### src/core/prms_pkg.sv
`default_nettype none
package prms_pkg;
	localparam int unsigned prms_num_refs = 3;
	localparam int unsigned prms_aw = 12;
	// printed offsets are not all multiples of four: they are indices, byte address = 4*index
	localparam logic [7:0] prms_idx_mode = 8'h1f;
	localparam logic [7:0] prms_idx_refsel = 8'h20;
	localparam logic [7:0] prms_idx_fmask = 8'h21;
	localparam logic [7:0] prms_idx_wtr = 8'h22;
	localparam logic [7:0] prms_idx_rev = 8'h23;
	localparam logic [7:0] prms_idx_ctrl = 8'h1e;
	localparam logic [7:0] prms_idx_rank0 = 8'h24;
	localparam logic [7:0] prms_idx_rank1 = 8'h25;
	localparam logic [7:0] prms_idx_status = 8'h28;
	localparam logic [7:0] prms_idx_steer = 8'h30;

	localparam logic [7:0] prms_rst_refsel = 8'h00;
	localparam logic [7:0] prms_rst_fmask = 8'h3c;
	localparam logic [7:0] prms_rst_wtr = 8'h00;
	localparam logic [7:0] prms_rst_rev = 8'h00;
	localparam logic [7:0] prms_rst_ctrl = 8'h00;
	localparam logic [7:0] prms_rst_rank0 = 8'h10;
	localparam logic [7:0] prms_rst_rank1 = 8'h02;
	localparam logic [7:0] prms_rst_steer = 8'h00;

	localparam logic [2:0] prms_mode_man_normal = 3'h0;
	localparam logic [2:0] prms_mode_man_hold = 3'h1;
	localparam logic [2:0] prms_mode_man_free = 3'h2;
	localparam logic [2:0] prms_mode_auto = 3'h3;
	localparam logic [2:0] prms_mode_steer = 3'h4;
	// strap low selects this mode after reset, strap high the other
	localparam logic [2:0] prms_strap_lo_mode = 3'h2;
	localparam logic [2:0] prms_strap_hi_mode = 3'h3;

	localparam logic [3:0] prms_rank_off = 4'hf;
	localparam logic [1:0] prms_ref_none = 2'h3;

	localparam int unsigned prms_clk_hz = 40000000;
	localparam int unsigned prms_minute_s = 60;
	localparam longint unsigned prms_minute_cycles = longint'(prms_clk_hz) * prms_minute_s;

	typedef enum logic [1:0] {
		prms_st_free_type = 2'b00,
		prms_st_locked_type = 2'b01,
		prms_st_hold_type = 2'b11,
		prms_st_steer_type = 2'b10
	} prms_state_type;
endpackage : prms_pkg
`default_nettype wire

### src/core/prms_mode_select.sv
`default_nettype none
module prms_mode_select #(
	parameter longint unsigned minute_cycles = prms_pkg::prms_minute_cycles
) (
	input wire logic pclk,
	input wire logic presetn,
	input wire logic psel,
	input wire logic penable,
	input wire logic pwrite,
	input wire logic [prms_pkg::prms_aw-1:0] paddr,
	input wire logic [31:0] pwdata,
	output logic [31:0] prdata,
	output logic pready,
	output logic pslverr,
	input wire logic mode_strap,
	input wire logic [3:0] fail_flags_0,
	input wire logic [3:0] fail_flags_1,
	input wire logic [3:0] fail_flags_2,
	output logic [1:0] active_ref,
	output logic ref_valid,
	output logic holdover,
	output logic free_run,
	output logic oscillator_steer,
	output logic [7:0] steer_word
);
	import prms_pkg::*;

	localparam int unsigned nr = prms_num_refs;

	logic [2:0] mode_q;
	logic strap_done_q;
	logic [3:0] refsel_q;
	logic [7:0] fmask_q, wtr_q, rev_q, ctrl_q, rank0_q, rank1_q, steer_q;
	logic [1:0] cur_q;
	prms_state_type state_q;
	logic [nr-1:0] avail_q;
	logic [63:0] tick_cnt_q;
	// one spare bit so a code of 15 can still be exceeded
	logic [4:0] minutes_q [nr];
	logic [31:0] prdata_q;
	logic pready_q;
	logic pslverr_q;

	logic [3:0] fl [nr];
	logic [3:0] rank [nr];
	logic [nr-1:0] sw_fail, hold_fail;
	logic minute_tick;
	logic [1:0] best;
	logic best_ok;
	logic [7:0] idx;
	logic wr, rd, hit;

	assign fl[0] = fail_flags_0;
	assign fl[1] = fail_flags_1;
	assign fl[2] = fail_flags_2;
	assign rank[0] = rank0_q[3:0];
	assign rank[1] = rank0_q[7:4];
	assign rank[2] = rank1_q[3:0];

	function automatic logic addr_ok(input logic [prms_aw-1:0] a);
		return a[1:0] == 2'h0 && a[prms_aw-1:10] == '0;
	endfunction : addr_ok

	function automatic logic is_reg(input logic [7:0] i);
		return i == prms_idx_mode || i == prms_idx_refsel || i == prms_idx_fmask
			|| i == prms_idx_wtr || i == prms_idx_rev || i == prms_idx_ctrl
			|| i == prms_idx_rank0 || i == prms_idx_rank1 || i == prms_idx_status
			|| i == prms_idx_steer;
	endfunction : is_reg

	// a reference is qualified when not disabled by rank, not failing for switching and available again after its restore wait
	function automatic logic usable(input int unsigned r, input logic [nr-1:0] sf,
			input logic [nr-1:0] av, input logic [3:0] rk);
		return rk != prms_rank_off && !sf[r] && av[r];
	endfunction : usable

	always_comb begin
		logic [3:0] brank;
		brank = prms_rank_off;
		best = prms_ref_none;
		best_ok = 1'b0;
		for (int unsigned r = 0; r < nr; r++) begin
			sw_fail[r] = |(fl[r] & fmask_q[3:0]);
			hold_fail[r] = |(fl[r] & fmask_q[7:4]);
		end
		for (int unsigned r = 0; r < nr; r++) begin
			if (usable(r, sw_fail, avail_q, rank[r]) && (!best_ok || rank[r] < brank)) begin
				best = 2'(r);
				brank = rank[r];
				best_ok = 1'b1;
			end
		end
	end

	assign idx = paddr[9:2];
	assign hit = addr_ok(paddr) && is_reg(idx);
	assign wr = psel && penable && pwrite && pready_q;
	assign rd = psel && !penable && !pwrite;
	assign minute_tick = tick_cnt_q == 64'(minute_cycles - 1);

	// zero-wait-state apb: pready is raised in the first access cycle
	always_ff @(posedge pclk or negedge presetn) begin
		if (!presetn) begin
			pready_q <= 1'b0;
		end else begin
			pready_q <= psel && !penable;
		end
	end

	always_ff @(posedge pclk or negedge presetn) begin
		if (!presetn) begin
			pslverr_q <= 1'b0;
		end else begin
			pslverr_q <= psel && !penable && !hit;
		end
	end

	always_ff @(posedge pclk or negedge presetn) begin
		if (!presetn) begin
			prdata_q <= 32'h0;
		end else if (rd && hit) begin
			unique case (idx)
				prms_idx_mode: prdata_q <= {29'h0, mode_q};
				prms_idx_refsel: prdata_q <= {28'h0, refsel_q};
				prms_idx_fmask: prdata_q <= {24'h0, fmask_q};
				prms_idx_wtr: prdata_q <= {28'h0, wtr_q[3:0]};
				prms_idx_rev: prdata_q <= {29'h0, rev_q[2:0]};
				prms_idx_ctrl: prdata_q <= {31'h0, ctrl_q[0]};
				prms_idx_rank0: prdata_q <= {24'h0, rank0_q};
				prms_idx_rank1: prdata_q <= {28'h0, rank1_q[3:0]};
				prms_idx_status: prdata_q <= {27'h0, avail_q, state_q == prms_st_hold_type,
					state_q == prms_st_locked_type};
				default: prdata_q <= {24'h0, steer_q};
			endcase
		end else if (rd) begin
			prdata_q <= 32'h0;
		end
	end

	// strap caught by a clocked process after reset release
	always_ff @(posedge pclk or negedge presetn) begin
		if (!presetn) begin
			strap_done_q <= 1'b0;
			mode_q <= prms_strap_lo_mode;
		end else if (!strap_done_q) begin
			strap_done_q <= 1'b1;
			mode_q <= mode_strap ? prms_strap_hi_mode : prms_strap_lo_mode;
		end else if (wr && hit && idx == prms_idx_mode) begin
			mode_q <= pwdata[2:0]; // upper bits ignored
		end
	end

	always_ff @(posedge pclk or negedge presetn) begin
		if (!presetn) begin
			refsel_q <= prms_rst_refsel[3:0];
		end else if (mode_q == prms_mode_auto) begin
			refsel_q <= {2'h0, cur_q};
		end else if (wr && hit && idx == prms_idx_refsel && mode_q == prms_mode_man_normal) begin
			refsel_q <= pwdata[3:0];
		end
	end

	always_ff @(posedge pclk or negedge presetn) begin
		if (!presetn) begin
			fmask_q <= prms_rst_fmask;
			wtr_q <= prms_rst_wtr;
			rev_q <= prms_rst_rev;
			ctrl_q <= prms_rst_ctrl;
			rank0_q <= prms_rst_rank0;
			rank1_q <= prms_rst_rank1;
			steer_q <= prms_rst_steer;
		end else if (wr && hit) begin
			unique case (idx)
				prms_idx_fmask: fmask_q <= pwdata[7:0];
				prms_idx_wtr: wtr_q <= {4'h0, pwdata[3:0]};
				prms_idx_rev: rev_q <= {5'h0, pwdata[2:0]};
				prms_idx_ctrl: ctrl_q <= {7'h0, pwdata[0]};
				prms_idx_rank0: rank0_q <= pwdata[7:0];
				prms_idx_rank1: rank1_q <= {4'h0, pwdata[3:0]};
				prms_idx_steer: steer_q <= pwdata[7:0];
				default: ;
			endcase
		end
	end

	always_ff @(posedge pclk or negedge presetn) begin
		if (!presetn) begin
			tick_cnt_q <= 64'h0;
		end else begin
			tick_cnt_q <= minute_tick ? 64'h0 : tick_cnt_q + 64'h1;
		end
	end

	// restore timer: counts ticks of the free-running minute counter after the failure clears, so granularity is one minute
	always_ff @(posedge pclk or negedge presetn) begin
		if (!presetn) begin
			avail_q <= '1;
			for (int unsigned r = 0; r < nr; r++) minutes_q[r] <= 5'h0;
		end else begin
			for (int unsigned r = 0; r < nr; r++) begin
				if (sw_fail[r]) begin
					avail_q[r] <= 1'b0;
					minutes_q[r] <= 5'h0;
				end else if (!avail_q[r]) begin
					// the tick runs free, so code+1 ticks guarantee at least code whole minutes
					if (wtr_q[3:0] == 4'h0 || minutes_q[r] > {1'b0, wtr_q[3:0]}) begin
						avail_q[r] <= 1'b1;
					end else if (minute_tick) begin
						minutes_q[r] <= minutes_q[r] + 5'h1;
					end
				end
			end
		end
	end

	always_ff @(posedge pclk or negedge presetn) begin
		if (!presetn) begin
			state_q <= prms_st_free_type;
			cur_q <= prms_ref_none;
		end else begin
			unique case (mode_q)
				prms_mode_man_normal: begin
					if (refsel_q[3:2] != 2'h0 || refsel_q[1:0] == prms_ref_none) begin
						state_q <= prms_st_hold_type; // reserved code
					end else if (hold_fail[refsel_q[1:0]]) begin
						state_q <= prms_st_hold_type;
					end else begin
						state_q <= prms_st_locked_type;
						cur_q <= refsel_q[1:0];
					end
				end
				prms_mode_man_hold: state_q <= prms_st_hold_type;
				prms_mode_man_free: begin
					state_q <= prms_st_free_type;
					cur_q <= prms_ref_none;
				end
				prms_mode_auto: begin
					if (state_q == prms_st_locked_type && cur_q != prms_ref_none
							&& !sw_fail[cur_q] && rank[cur_q] != prms_rank_off
							&& !(ctrl_q[0] && rev_q[best] && best_ok && best != cur_q)) begin
						state_q <= prms_st_locked_type; // non-revertive keeps
					end else if (best_ok) begin
						state_q <= prms_st_locked_type;
						cur_q <= best;
					end else if (cur_q != prms_ref_none && !hold_fail[cur_q]
							&& state_q == prms_st_locked_type) begin
						state_q <= prms_st_locked_type;
					end else begin
						state_q <= prms_st_hold_type;
					end
				end
				prms_mode_steer: begin
					state_q <= prms_st_steer_type;
					cur_q <= prms_ref_none;
				end
				default: begin
					state_q <= prms_st_free_type;
					cur_q <= prms_ref_none;
				end
			endcase
		end
	end

	always_ff @(posedge pclk or negedge presetn) begin
		if (!presetn) begin
			active_ref <= prms_ref_none;
			ref_valid <= 1'b0;
			holdover <= 1'b0;
			free_run <= 1'b1;
			oscillator_steer <= 1'b0;
			steer_word <= 8'h0;
		end else begin
			active_ref <= cur_q;
			ref_valid <= state_q == prms_st_locked_type;
			holdover <= state_q == prms_st_hold_type;
			free_run <= state_q == prms_st_free_type;
			oscillator_steer <= state_q == prms_st_steer_type;
			steer_word <= steer_q;
		end
	end

	assign prdata = prdata_q;
	assign pready = pready_q;
	assign pslverr = pslverr_q;
endmodule : prms_mode_select
`default_nettype wire

### config.mk
export PLATFORM = sky130hd
export DESIGN_NAME = prms_mode_select
export DESIGN_NICKNAME = d
export VERILOG_FILES = /design/src/core/prms_pkg.sv /design/src/core/prms_mode_select.sv
export SDC_FILE = /design/constraint.sdc
export NUM_CORES = 1
export LEC_CHECK = 0
export ABC_AREA = 1
export BUFFER_PORTS_ARGS = -buffer_cell sky130_fd_sc_hd__buf_2
export CAP_MARGIN = 0
export CORE_UTILIZATION = 64
export CTS_CLUSTER_SIZE = 12
export DETAILED_ROUTE_END_ITERATION = 10
export GPL_TIMING_DRIVEN = 0
export PLACE_DENSITY_LB_ADDON = 0.3
export SLEW_MARGIN = 10
export SYNTH_ARGS = -nofsm -noshare
export SYNTH_HDL_FRONTEND = slang
export SYNTH_SLANG_ARGS = --single-unit
### constraint.sdc
create_clock -name pclk -period 8.8 [get_ports pclk]
set_input_delay 1.76 -clock pclk [delete_from_list [all_inputs] [get_ports pclk]]
set_output_delay 1.76 -clock pclk [all_outputs]
set_load 0.05 [all_outputs]
-- Yosys cells after proc, flatten, opt, wreduce, memory -nomap -nowiden
Index checks and enable logic that the tools add are counted.
- word-level logic and storage cells: 226
- flip-flop bits (word level): 178
- bits of input ports: 62
- output and inout port bits: 48
- bitwise operators: 8
- reductions and logical operators: 84
- $lt $le $gt $ge: 9
- muxes and demuxes: 60
- eq/ne operators: 35
- add/subtract/negate cells: 4
- operators with widths (cell ; number):
    one-hot mux 8 bit (9 select lines) ; 1
    adder 64 x 1 -> 64 bit (second input constant) ; 1
    equality test 64 x 32 -> 1 bit (second input constant) ; 1
    equality test 8 x 6 -> 1 bit (second input constant) ; 8
    two-way mux 32 bit ; 2
    two-way mux 64 bit ; 1
    two-way mux 5 bit ; 12
    logical AND 1 bit ; 30
    bitwise AND 4 bit ; 6
    two-way mux 2 bit ; 12
    two-way mux 4 bit ; 6
    OR reduction 4 bit ; 6
    two-way mux 1 bit ; 17
    equality test 8 x 5 -> 1 bit (second input constant) ; 2
    != test 2 bit (second input constant) ; 8
    != test 4 bit (second input constant) ; 4
    adder 5 x 1 -> 5 bit (second input constant) ; 3
    > comparator 5 x 4 -> 1 bit ; 3
    logical OR 1 bit ; 15
    AND reduction 2 bit ; 7
    nonzero test 2 bit ; 6
    zero test 1 bit ; 11
    AND reduction 3 bit ; 3
    binary-select mux 1 bit (select 2 bit) ; 4
    other kinds (21) ; 31

-- Longest topological paths before layout
Gate-level depths: netlist (run 1).
- depth in word-level cells: 23
- mapped depth: 27
- depth with buffers taken out: 27

-- Worst setup path before layout (run 1)
OpenSTA, ideal clock, no wires.
- path type: input port to flip-flop
- start point: input port fail_flags_0[1]
- end point: register cur_q[0]
- library setup time: 0.076 ns
- data arrival time: 4.237 ns
- path buffers: 0
- setup slack: 4.488 ns
- required time: 8.724 ns
- stages on the path: 25
- cells stage by stage: nand2_1 > nand2_1 > nor2_2 > nand2_1 > nor2_1 > ha_1 > a21oi_1 > nand2_1 > nand2_1 > nand2_1 > nand2_1 > o21ai_0 > ha_1 > nand2_1 > inv_1 > nand2_1 > nand2_1 > o21bai_1 > nor2_1 > nor2_1 > nand3_1 > nand3_1 > nand2_1 > nand2_1 > nand2_1
- cells in the longest elaborated chain, start to end: 23
- RTL lines (what ; line ; source):
    start: declaration ; prms_mode_select.sv:16 ; input wire logic [3:0] fail_flags_0,
    bitwise AND 4 bit ; prms_mode_select.sv:83 ; sw_fail[r] = |(fl[r] & fmask_q[3:0]);
    OR reduction 4 bit ; prms_mode_select.sv:83 ;
    zero test 1 bit ; prms_mode_select.sv:74 ; return rk != prms_rank_off && !sf[r] && av[r];
    logical AND 1 bit (2 in series) ; prms_mode_select.sv:74 ;
    two-way mux 4 bit or two-way mux 1 bit (tied branches) ; prms_mode_select.sv:87 ; if (usable(r, sw_fail, avail_q, rank[r]) && (!best_ok || rank[r] < brank)) begin
    less-than comparator 4 bit or zero test 1 bit (tied branches) ; prms_mode_select.sv:87 ;
    logical OR 1 bit ; prms_mode_select.sv:87 ;
    logical AND 1 bit ; prms_mode_select.sv:87 ;
    [... 4 more ...] ; n/a ;
    two-way mux 2 bit ; prms_mode_select.sv:87 ;
    binary-select mux 1 bit (select 2 bit) ; prms_mode_select.sv:240 ; && !(ctrl_q[0] && rev_q[best] && best_ok && best != cur_q)) begin
    two-way mux 1 bit (implied by the code) ; prms_mode_select.sv:240 ;
    logical AND 1 bit (3 in series) ; prms_mode_select.sv:240 ;
    zero test 1 bit ; prms_mode_select.sv:240 ;
    logical AND 1 bit ; prms_mode_select.sv:240 ;
    != test 2 bit (no line) ; n/a ;
    AND reduction 5 bit (no line) ; n/a ;
    end signal: assignment ; prms_mode_select.sv:235 ; cur_q <= prms_ref_none;
    end signal: assignment ; prms_mode_select.sv:244 ; cur_q <= best;
    end signal: assignment ; prms_mode_select.sv:254 ; cur_q <= prms_ref_none;
    end: declaration ; prms_mode_select.sv:34 ; logic [1:0] cur_q;
Several ways; a longest one is shown, not always the timed one. The select of a mux whose other input is x is not followed.
A chain may end at the register's enable or synchronous reset.

-- Final worst setup path (run 1)
Same ends and word-level chain as after synthesis.

==> results.py, run 1 <==
metrics = {
    "status": {
        "status": "completed",
    },
    "cts": {
        "clockBufferDepth": 2,
        "cts_resized": 0,
        "root_buffer": "clkbuf_16",
        "numCtsBuffers": 17,
        "htreeDepth": 4,
        "post-cts-setup-buffer-count": 0,
        "clkTransAtPathRegs_ns": 0.06,
        "clk_latency_ns": 0.43,
        "cts_sinks": 154,
        "postCtsHoldBufs": 0,
        "cts_tree": "done",
    },
    "logic_synthesis": {
        "netlist_area_mm2": 0.00898,
        "synth_cell_type_count": 53,
        "synth_cells": 1137,
        "synthFlopType": "dfrtp_1",
        "avgSynthCellArea_um2": 7.90,
        "yosysWarnings": 0,
        "yosysSeqAreaShare": 0.431,
        "synthArstFlopShare": 1.00,
        "synth_edf_count": 0,
        "ys_seq_elements": 154,
    },
    "critical_path": {
        "worstPathArrival_ns": 5.14,
        "r2r_slack_ns": 4.98,
        "start_kind": "input pin",
        "cp.required_ns": 9.16,
        "critical_path_class": "in -> reg",
        "cp-end-kind": "register",
        "crit_path_max_fanout": 9,
    },
    "place": {
        "hpwl_mm": 18.5,
        "dpl_worst_slack_ns": 3.73,
        "port_buffers": 60,
        "place.gp.congestion": 1.01,
    },
    "pwr": {
        "leakagePower_nw": 4.96,
        "p_total_mw": 1.68,
        "peakVddDrop_v": 0.000168,
        "powerDensity_mw_per_mm2": 164,
    },
    "global_route": {
        "grt_pass1_wl_mm": 39.5,
        "grt_max_degree": 95,
        "first_global_vias": 7807,
        "antenna_found_initial": 0,
        "globalRouteOverflowTotal": 0,
        "grt_util_all_layers": 0.357,
    },
    "flow_run": {
        "max-cap-violations": 0,
    },
    "die": {
        "die_w_um": 120,
        "coreArea_mm2": 0.0135,
        "dieArea_mm2": 0.0145,
        "initial_core_util": 0.667,
        "rows": 42,
        "boundaryPins": 110,
        "die_h_um": 120,
    },
    "routing": {
        "num_vias": 8389,
        "routed_via_density": 5.87,
        "ant_nets": 0,
        "drt_pass1_iterations": 6,
        "routedWlPerCell_um": 17.1,
        "drt_iter0_markers": 1052,
        "drcViolationCount": 0,
        "routed_wl_mm": 24.4,
    },
    "cells_and_area": {
        "area_delta_synth_final_pct": 14.1,
        "num_antenna_cells": 0,
        "final_common_cell": "nand2_1",
        "final_cell_mix": "210 x nand2_1, 169 x inv_1, 142 x nor2_1",
        "layout-drive-gt1-share": 0.141,
        "final_util": 0.761,
        "nets": 1324,
        "fill_cells": 1020,
    },
    "timing": {
        "relSlewSlack": 0.433,
        "setup_viol": 0,
        "slew_viol_final": 0,
        "worst_pin_slew_ns": 0.843,
        "fin_ws_ns": 4.02,
        "rsz0062_at_grt": "false",
        "period_needed_ns": 4.78,
        "tns_ns": 0,
        "skew_ns": 0.0117,
        "fmax_mhz": 209,
        "hold_viol_final": 0,
        "timing.final.crit_share": 0.544,
    },
    "hold_path": {
        "min_path_type": "reg -> reg",
    },
}
==> Yosys cell counts (3+ instances only) <==
cell type	count	area (um2)
a2111oi_0	3	26.3
a21oi_1	25	125
a221oi_1	12	105
a22o_1	3	26.3
and3_1	4	25.0
buf_2	4	20.0
buf_4	24	180
clkbuf_1	3	11.3
dfrtp_1	139	3480
dfstp_2	15	394
ha_1	22	275
inv_1	169	634
inv_2	6	22.5
mux2_2	5	56.3
nand2_1	210	788
nand3_1	50	250
nand3_2	3	30.0
nand4_1	47	294
nor2_1	142	533
nor2_2	9	56.3
nor2_4	5	56.3
nor3_1	40	200
nor4_1	28	175
nor4_2	4	50.1
o211ai_1	4	30.0
o21a_1	6	45.0
o21ai_0	63	315
o21ai_1	3	15.0
o22ai_1	6	37.5
xnor2_1	9	78.8
xor2_1	41	359
==> routing by layer <==
layer / share of wire / GRT usage / vias up
li1: - / - / 3929
met1: 0.43 / 0.525 / 3933
met2: 0.43 / 0.514 / 476
met3: 0.12 / 0.106 / 51
met4: 0.018 / 0.0895 / 0
met5: 0 / 0 / -
==> per-stage QoR <==
stage / hold WS (ns) / cell area (um2) / instances
5_1_grt: 0.390 / 10200 / 1428
3_3_place_gp: 0.360 / 9580 / 1396
2_1_floorplan: 0.354 / 9060 / 1160
6_report: 0.379 / 10200 / 1428
3_5_place_dp: 0.366 / 9620 / 1397
4_1_cts: 0.380 / 10200 / 1428
==> worst max-delay path, stage by stage <==
cell and delay, ns:
buf_2 0.11, nand2_1 0.05, nand2_1 0.06, nor2_2 0.32
nand2_1 0.20, nor2_1 0.19, ha_1 0.27, a21oi_1 0.15
nand2_1 0.07, nand2_1 0.07, nand2_1 0.18, o21ai_0 0.23
ha_1 0.27, a21oi_1 0.16, nand2_1 0.13, o21bai_1 0.29
nor2_1 0.07, nor2_1 0.11, nand3_1 0.10, nand3_1 0.13
nand2_1 0.09, nand2_1 0.07, nand2_1 0.05
==> logic make-up after synthesis <==
| family | share of synthesized area |
|---|---|
| AO/OA/AOI/OAI | 0.0925 |
| XOR/XNOR | 0.0488 |
| adder cells (fa/ha/maj) | 0.0307 |
| buffers and inverters | 0.0976 |
| flip-flops | 0.431 |
| multiplexers | 0.00627 |
| other | 0.000837 |
| AND/OR/NAND/NOR | 0.292 |
==> flip-flops by register name, summed over array words and instances, names as in the netlist, 2 cells and up <==
register    cells
active_ref      2
avail_q         3
cur_q           2
fmask_q         8
minutes_q      15
mode_q          3
prdata          8
rank0_q         8
rank1_q         4
refsel_q        4
rev_q           3
state_q         2
steer_q         8
steer_word      8
tick_cnt_q     64
wtr_q           4
==> power breakdown <==
part	internal, mW	switching, mW
combinational	0.0373	0.109
sequential	0.733	0.0208
clock	0.481	0.300
==> final timing paths <==
path	cells past startpoint	start	endpoint
worst max-delay path	23	fail_flags_0[1]	cur_q[0]
worst min-delay path	0	steer_q[7]	steer_word[7]
worst max register to register	22	fmask_q[0]	cur_q[0]
worst min register to register	0	steer_q[7]	steer_word[7]
max in group asynchronous	2	presetn	fmask_q[2]
min in group asynchronous	1	presetn	tick_cnt_q[38]
==> final cells by class <==
class | instances | area, um2 | share of cell area
Buffer | 31 | 211 | 0.0207
Clock buffer | 20 | 447 | 0.0436
Clock inverter | 11 | 171 | 0.0167
Inverter | 177 | 664 | 0.0649
Multi-Input combinational cell | 798 | 4320 | 0.421
Sequential cell | 154 | 3870 | 0.378
Tap cell | 176 | 220 | 0.0215
Timing Repair Buffer | 61 | 338 | 0.0330
No activity file was read; power rests on OpenSTA's default activity.
==> run 2, diff against run 1 <==
--- a/config.mk
+++ b/config.mk
@@ -8,7 +8,7 @@
 export ABC_AREA = 1
 export BUFFER_PORTS_ARGS = -buffer_cell sky130_fd_sc_hd__buf_2
 export CAP_MARGIN = 0
-export CORE_UTILIZATION = 64
+export CORE_UTILIZATION = 53
 export CTS_CLUSTER_SIZE = 12
 export DETAILED_ROUTE_END_ITERATION = 10
 export GPL_TIMING_DRIVEN = 0
==> constraint.sdc (replaced) <==
create_clock -name pclk -period 4.4 [get_ports pclk]
set_input_delay 0.88 -clock pclk [delete_from_list [all_inputs] [get_ports pclk]]
set_output_delay 0.88 -clock pclk [all_outputs]
set_load 0.05 [all_outputs]
==> results.py, run 2 (synthesis results as in run 1) <==
metrics = {
    "critical_path": {
        "critical_path_class": "in -> reg",
        "reg2reg_from": "fmask_q[1]",
        "start_kind": "input pin",
        "cp-end-kind": "register",
        "cp.required_ns": 4.76,
        "r2r-end": "cur_q[1]",
        "worstPathArrival_ns": 4.25,
        "r2r_slack_ns": 0.61,
        "worstSetupStartpoint": "fail_flags_0[1]",
        "ff2ff_path_depth": 26,
        "crit_path_max_fanout": 9,
        "crit_end": "cur_q[1]",
    },
    "die": {
        "rows": 47,
        "die_w_um": 132,
        "initial_core_util": 0.541,
        "die_h_um": 132,
        "boundaryPins": 110,
        "coreArea_mm2": 0.0166,
        "dieArea_mm2": 0.0175,
    },
    "cts": {
        "post-cts-setup-buffer-count": 0,
        "postCtsHoldBufs": 0,
        "clkTransAtPathRegs_ns": 0.06,
        "clockBufferDepth": 2,
        "root_buffer": "clkbuf_16",
        "cts_tree": "done",
        "htreeDepth": 4,
        "cts_resized": 0,
        "clk_latency_ns": 0.44,
        "cts_sinks": 154,
        "numCtsBuffers": 17,
    },
    "routing": {
        "num_vias": 8052,
        "drt_iter0_markers": 722,
        "routedWlPerCell_um": 16.1,
        "drcViolationCount": 0,
        "drt_pass1_iterations": 8,
        "routed_wl_mm": 23.7,
        "ant_nets": 0,
        "routed_via_density": 5.47,
    },
    "pwr": {
        "leakagePower_nw": 4.94,
        "powerDensity_mw_per_mm2": 314,
        "peakVddDrop_v": 0.000330,
    },
    "timing": {
        "timing.final.crit_share": 0.883,
        "tns_ns": 0,
        "period_needed_ns": 3.89,
        "fmax_mhz": 257,
        "worst_pin_slew_ns": 0.747,
        "relSlewSlack": 0.495,
        "setup_viol": 0,
        "skew_ns": 0.0112,
        "slew_viol_final": 0,
        "rsz0062_at_grt": "false",
        "hold_viol_final": 0,
    },
    "global_route": {
        "grt_pass1_wl_mm": 38.2,
        "grt_max_degree": 102,
        "antenna_found_initial": 0,
        "first_global_vias": 7610,
        "globalRouteOverflowTotal": 0,
        "grt_util_all_layers": 0.282,
    },
    "flow_run": {
        "max-cap-violations": 0,
    },
    "cells_and_area": {
        "fill_cells": 1540,
        "largest_reg_flops": 64,
        "top_regs": "tick_cnt_q x64, minutes_q x15",
        "area_delta_synth_final_pct": 14.1,
        "num_antenna_cells": 0,
        "final_cell_mix": "210 x nand2_1, 169 x inv_1, 142 x nor2_1",
        "final_common_cell": "nand2_1",
        "layout-drive-gt1-share": 0.143,
        "largest-register": "tick_cnt_q",
        "final_util": 0.618,
        "nets": 1324,
    },
    "hold_path": {
        "min_path_type": "in -> async",
    },
    "place": {
        "hpwl_mm": 18.4,
        "place.gp.congestion": 1.01,
        "port_buffers": 60,
    },
    "status": {
        "status": "completed",
    },
}
## run 2: cell count changes in the layout (fill, tap and decap cells not counted), sizes merged
cell,delta
clkinv,+2
clkbuf,-3
inv,+5
bufinv,-3
## run 2: worst min-delay path by stage
stage	to	slack (ns)	cells past startpoint
finish	tick_cnt_q[17]	0.35	1
CTS	tick_cnt_q[17]	0.36	1
floorplan	steer_word[1]	0.35	0
global placement	steer_word[7]	0.37	0
global route	tick_cnt_q[17]	0.38	1
detailed placement	steer_word[2]	0.37	0
## run 2: worst max-delay path: stages
cell and delay [ns]:
buf_2 0.11, nand2_1 0.08, nand2_1 0.07, nor2_2 0.35, nand2_1 0.21, nor2_1 0.19, ha_1 0.27, nand2_1 0.08
inv_1 0.04, nand2_1 0.06, nand2_1 0.06, nand2_1 0.07, nand2_1 0.17, o21ai_0 0.24, ha_1 0.28, nand2_1 0.07
inv_1 0.03, nand2_1 0.05, nand2_1 0.11, o21bai_1 0.26, nor2_1 0.07, nor2_1 0.09, nand3_1 0.10, nand3_1 0.12
nand2_1 0.08, nand2_1 0.06, nand2_1 0.05
## run 2: cell type report
class	count	area, um2	area share
Sequential cell	154	3870	0.378
Tap cell	220	275	0.0269
Timing Repair Buffer	61	338	0.0330
Clock inverter	15	139	0.0136
Buffer	31	211	0.0206
Clock buffer	17	425	0.0415
Multi-Input combinational cell	798	4320	0.421
Inverter	177	664	0.0649
## run 2: power by group
part	internal, mW	switching, mW	total, mW	leakage (nW)
Sequential	1.47	0.0390	1.50	1.93
Clock	0.787	0.630	1.42	0.275
Combinational	0.0746	0.220	0.295	2.73
## run 2: metrics by stage
step	power [mW]	cell area [um2]	cells	hold WS (ns)	setup slack (ns)
2_1_floorplan	1.71	9060	1160	0.354	0.968
5_1_grt	3.32	10200	1473	0.385	0.0710
6_report	3.22	10200	1473	0.353	0.514
3_5_place_dp	1.82	9680	1441	0.368	0.156
3_3_place_gp	1.81	9640	1440	0.365	0.164
4_1_cts	3.23	10200	1473	0.359	0.586
## run 2: metal layers
metal	global-route usage	routed length [um]	up-vias
li1	-	-	3946
met1	0.355	10100	3743
met5	0	0	-
met3	0.0454	1250	72
met4	0.132	948	0
met2	0.476	11400	291
==> run 3, diff against run 2 <==
--- a/config.mk
+++ b/config.mk
@@ -8,6 +8,7 @@
 export ABC_AREA = 1
 export BUFFER_PORTS_ARGS = -buffer_cell sky130_fd_sc_hd__buf_2
 export CAP_MARGIN = 0
+export CORE_MARGIN = 2
 export CORE_UTILIZATION = 53
 export CTS_CLUSTER_SIZE = 12
 export DETAILED_ROUTE_END_ITERATION = 10
==> constraint.sdc (replaced) <==
create_clock -name pclk -period 4.4 [get_ports pclk]
set_input_delay 0.66 -clock pclk [delete_from_list [all_inputs] [get_ports pclk]]
set_output_delay 0.66 -clock pclk [all_outputs]
set_load 0.05 [all_outputs]
==> results.py, run 3 (synthesis results as in run 1) <==
metrics = {
    "timing": {
        "tns_ns": 0,
        "setup_viol": 0,
        "relSlewSlack": 0.375,
        "worst_pin_slew_ns": 0.925,
        "timing.final.crit_share": 0.851,
        "period_needed_ns": 3.74,
        "fmax_mhz": 267,
        "slew_viol_final": 0,
        "rsz0062_at_grt": "false",
        "skew_ns": 0.00774,
        "hold_viol_final": 0,
    },
    "cts": {
        "clockBufferDepth": 2,
        "numCtsBuffers": 17,
        "root_buffer": "clkbuf_16",
        "clkTransAtPathRegs_ns": 0.07,
        "htreeDepth": 4,
        "post-cts-setup-buffer-count": 0,
        "cts_tree": "done",
        "cts_resized": 0,
        "cts_sinks": 154,
        "clk_latency_ns": 0.43,
        "postCtsHoldBufs": 0,
    },
    "critical_path": {
        "worstPathArrival_ns": 4.11,
        "crit_path_max_fanout": 9,
        "start_kind": "register",
        "critical_path_class": "reg -> reg",
        "cp.required_ns": 4.77,
        "worstSetupStartpoint": "fmask_q[0]",
        "cp-end-kind": "register",
        "reg2reg_from": "fmask_q[0]",
    },
    "place": {
        "port_buffers": 60,
        "hpwl_mm": 18.8,
        "placed_cells": 1441,
        "placed_area_mm2": 0.00968,
        "place.gp.congestion": 0.967,
    },
    "pwr": {
        "power.internal_mw": 2.27,
        "power.share.clock": 0.431,
        "p_seq_frac": 0.476,
        "leakagePower_nw": 4.93,
        "p_sw_mw": 0.883,
        "powerDensity_mw_per_mm2": 309,
        "power_switching_share": 0.280,
        "power_frac_comb": 0.093,
        "peakVddDrop_v": 0.000298,
    },
    "flow_run": {
        "max-cap-violations": 0,
    },
    "cells_and_area": {
        "top_regs": "tick_cnt_q x64, minutes_q x15",
        "multi_input_area_mm2": 0.00432,
        "area_delta_synth_final_pct": 13.8,
        "layout-drive-gt1-share": 0.143,
        "finalNonFillerCells": 1473,
        "design_area_mm2": 0.0102,
        "nets": 1324,
        "final_common_cell": "nand2_1",
        "final_cell_mix": "210 x nand2_1, 169 x inv_1, 142 x nor2_1",
        "num_antenna_cells": 0,
        "fill_cells": 1557,
        "largest-register": "tick_cnt_q",
        "regArea_mm2": 0.00387,
        "largest_reg_flops": 64,
    },
    "global_route": {
        "first_global_vias": 7887,
        "grt_util_all_layers": 0.278,
        "antenna_found_initial": 0,
        "globalRouteOverflowTotal": 0,
        "grt_max_degree": 98,
        "grt_pass1_wl_mm": 39.1,
    },
    "die": {
        "coreArea_mm2": 0.0166,
        "rows": 47,
        "initial_core_util": 0.541,
        "boundaryPins": 110,
        "die_h_um": 134,
        "die_w_um": 134,
        "dieArea_mm2": 0.0180,
    },
    "routing": {
        "routedWlPerCell_um": 16.4,
        "ant_nets": 0,
        "routed_via_density": 5.51,
        "drt_iter0_markers": 699,
        "routed_wl_mm": 24.1,
        "drt_pass1_iterations": 5,
        "drcViolationCount": 0,
        "num_vias": 8120,
    },
    "hold_path": {
        "min_path_type": "in -> async",
    },
    "status": {
        "status": "completed",
    },
}
-- run 3: cell count changes in the layout (fill, tap and decap cells not counted), sizes merged --
cell,before,now
bufinv,1,0
clkinv,8,9
-- run 3: per-stage QoR --
step / setup WS (ns) / hold slack, ns / total power, mW / utilization
floorplan: 1.19 / 0.354 / 1.71 / -
global placement: 0.389 / 0.363 / 1.81 / 0.581
detailed placement: 0.374 / 0.365 / 1.82 / 0.584
CTS: 0.662 / 0.157 / 3.17 / 0.616
global route: 0.240 / 0.168 / 3.28 / 0.616
finish: 0.655 / 0.136 / 3.15 / 0.616
-- run 3: area by class of cell --
| cell class | instances | area share |
|---|---|---|
| plain buffers | 31 | 0.0207 |
| clock buffers | 17 | 0.0416 |
| clock inverters | 15 | 0.0114 |
| inverters | 177 | 0.0650 |
| multi-input cells | 798 | 0.422 |
| flip-flops and latches | 154 | 0.379 |
| well taps | 220 | 0.0269 |
| repair buffers | 61 | 0.0331 |
-- run 3: routing by layer --
layer | GRT usage | vias up | routed length (um)
met1 | 0.348 | 3835 | 10100
met3 | 0.0446 | 71 | 1310
met2 | 0.466 | 293 | 11600
met5 | 0 | - | 0
li1 | - | 3921 | -
met4 | 0.147 | 0 | 1110
-- run 3: final timing paths --
path	endpoint	slack, ns	cells after the start
setup reg to reg	cur_q[0]	0.66	22
min in group pclk	steer_word[2]	0.38	0
hold / removal	tick_cnt_q[25]	0.14	1
setup / recovery	cur_q[0]	0.66	22
max in group asynchronous	cur_q[0]	3.43	2
hold reg to reg	steer_word[2]	0.38	0
-- run 3: power by group through the flow --
stage               Combinational [mW]  Sequential [mW]  Clock [mW]
global placement                 0.287             1.53           0
floorplan                        0.143             1.57           0
CTS                              0.294             1.50        1.38
finish                           0.293             1.50        1.36
detailed placement               0.292             1.52           0
global route                     0.320             1.51        1.45
-- run 3: worst max-delay path, cell delays in order (launching register included) --
cell and delay (ns):
dfrtp_1 0.44, nand2_1 0.10, nand2_1 0.06, nor2_2 0.35, nand2_1 0.21, nor2_1 0.17, ha_1 0.26, a21oi_1 0.16
nand2_1 0.07, nand2_1 0.07, nand2_1 0.18, o21ai_0 0.24, ha_1 0.28, a21oi_1 0.15, nand2_1 0.12, o21bai_1 0.25
nor2_1 0.07, nor2_1 0.08, nand3_1 0.09, nand3_1 0.13, nand2_1 0.08, nand2_1 0.06, nand2_1 0.04
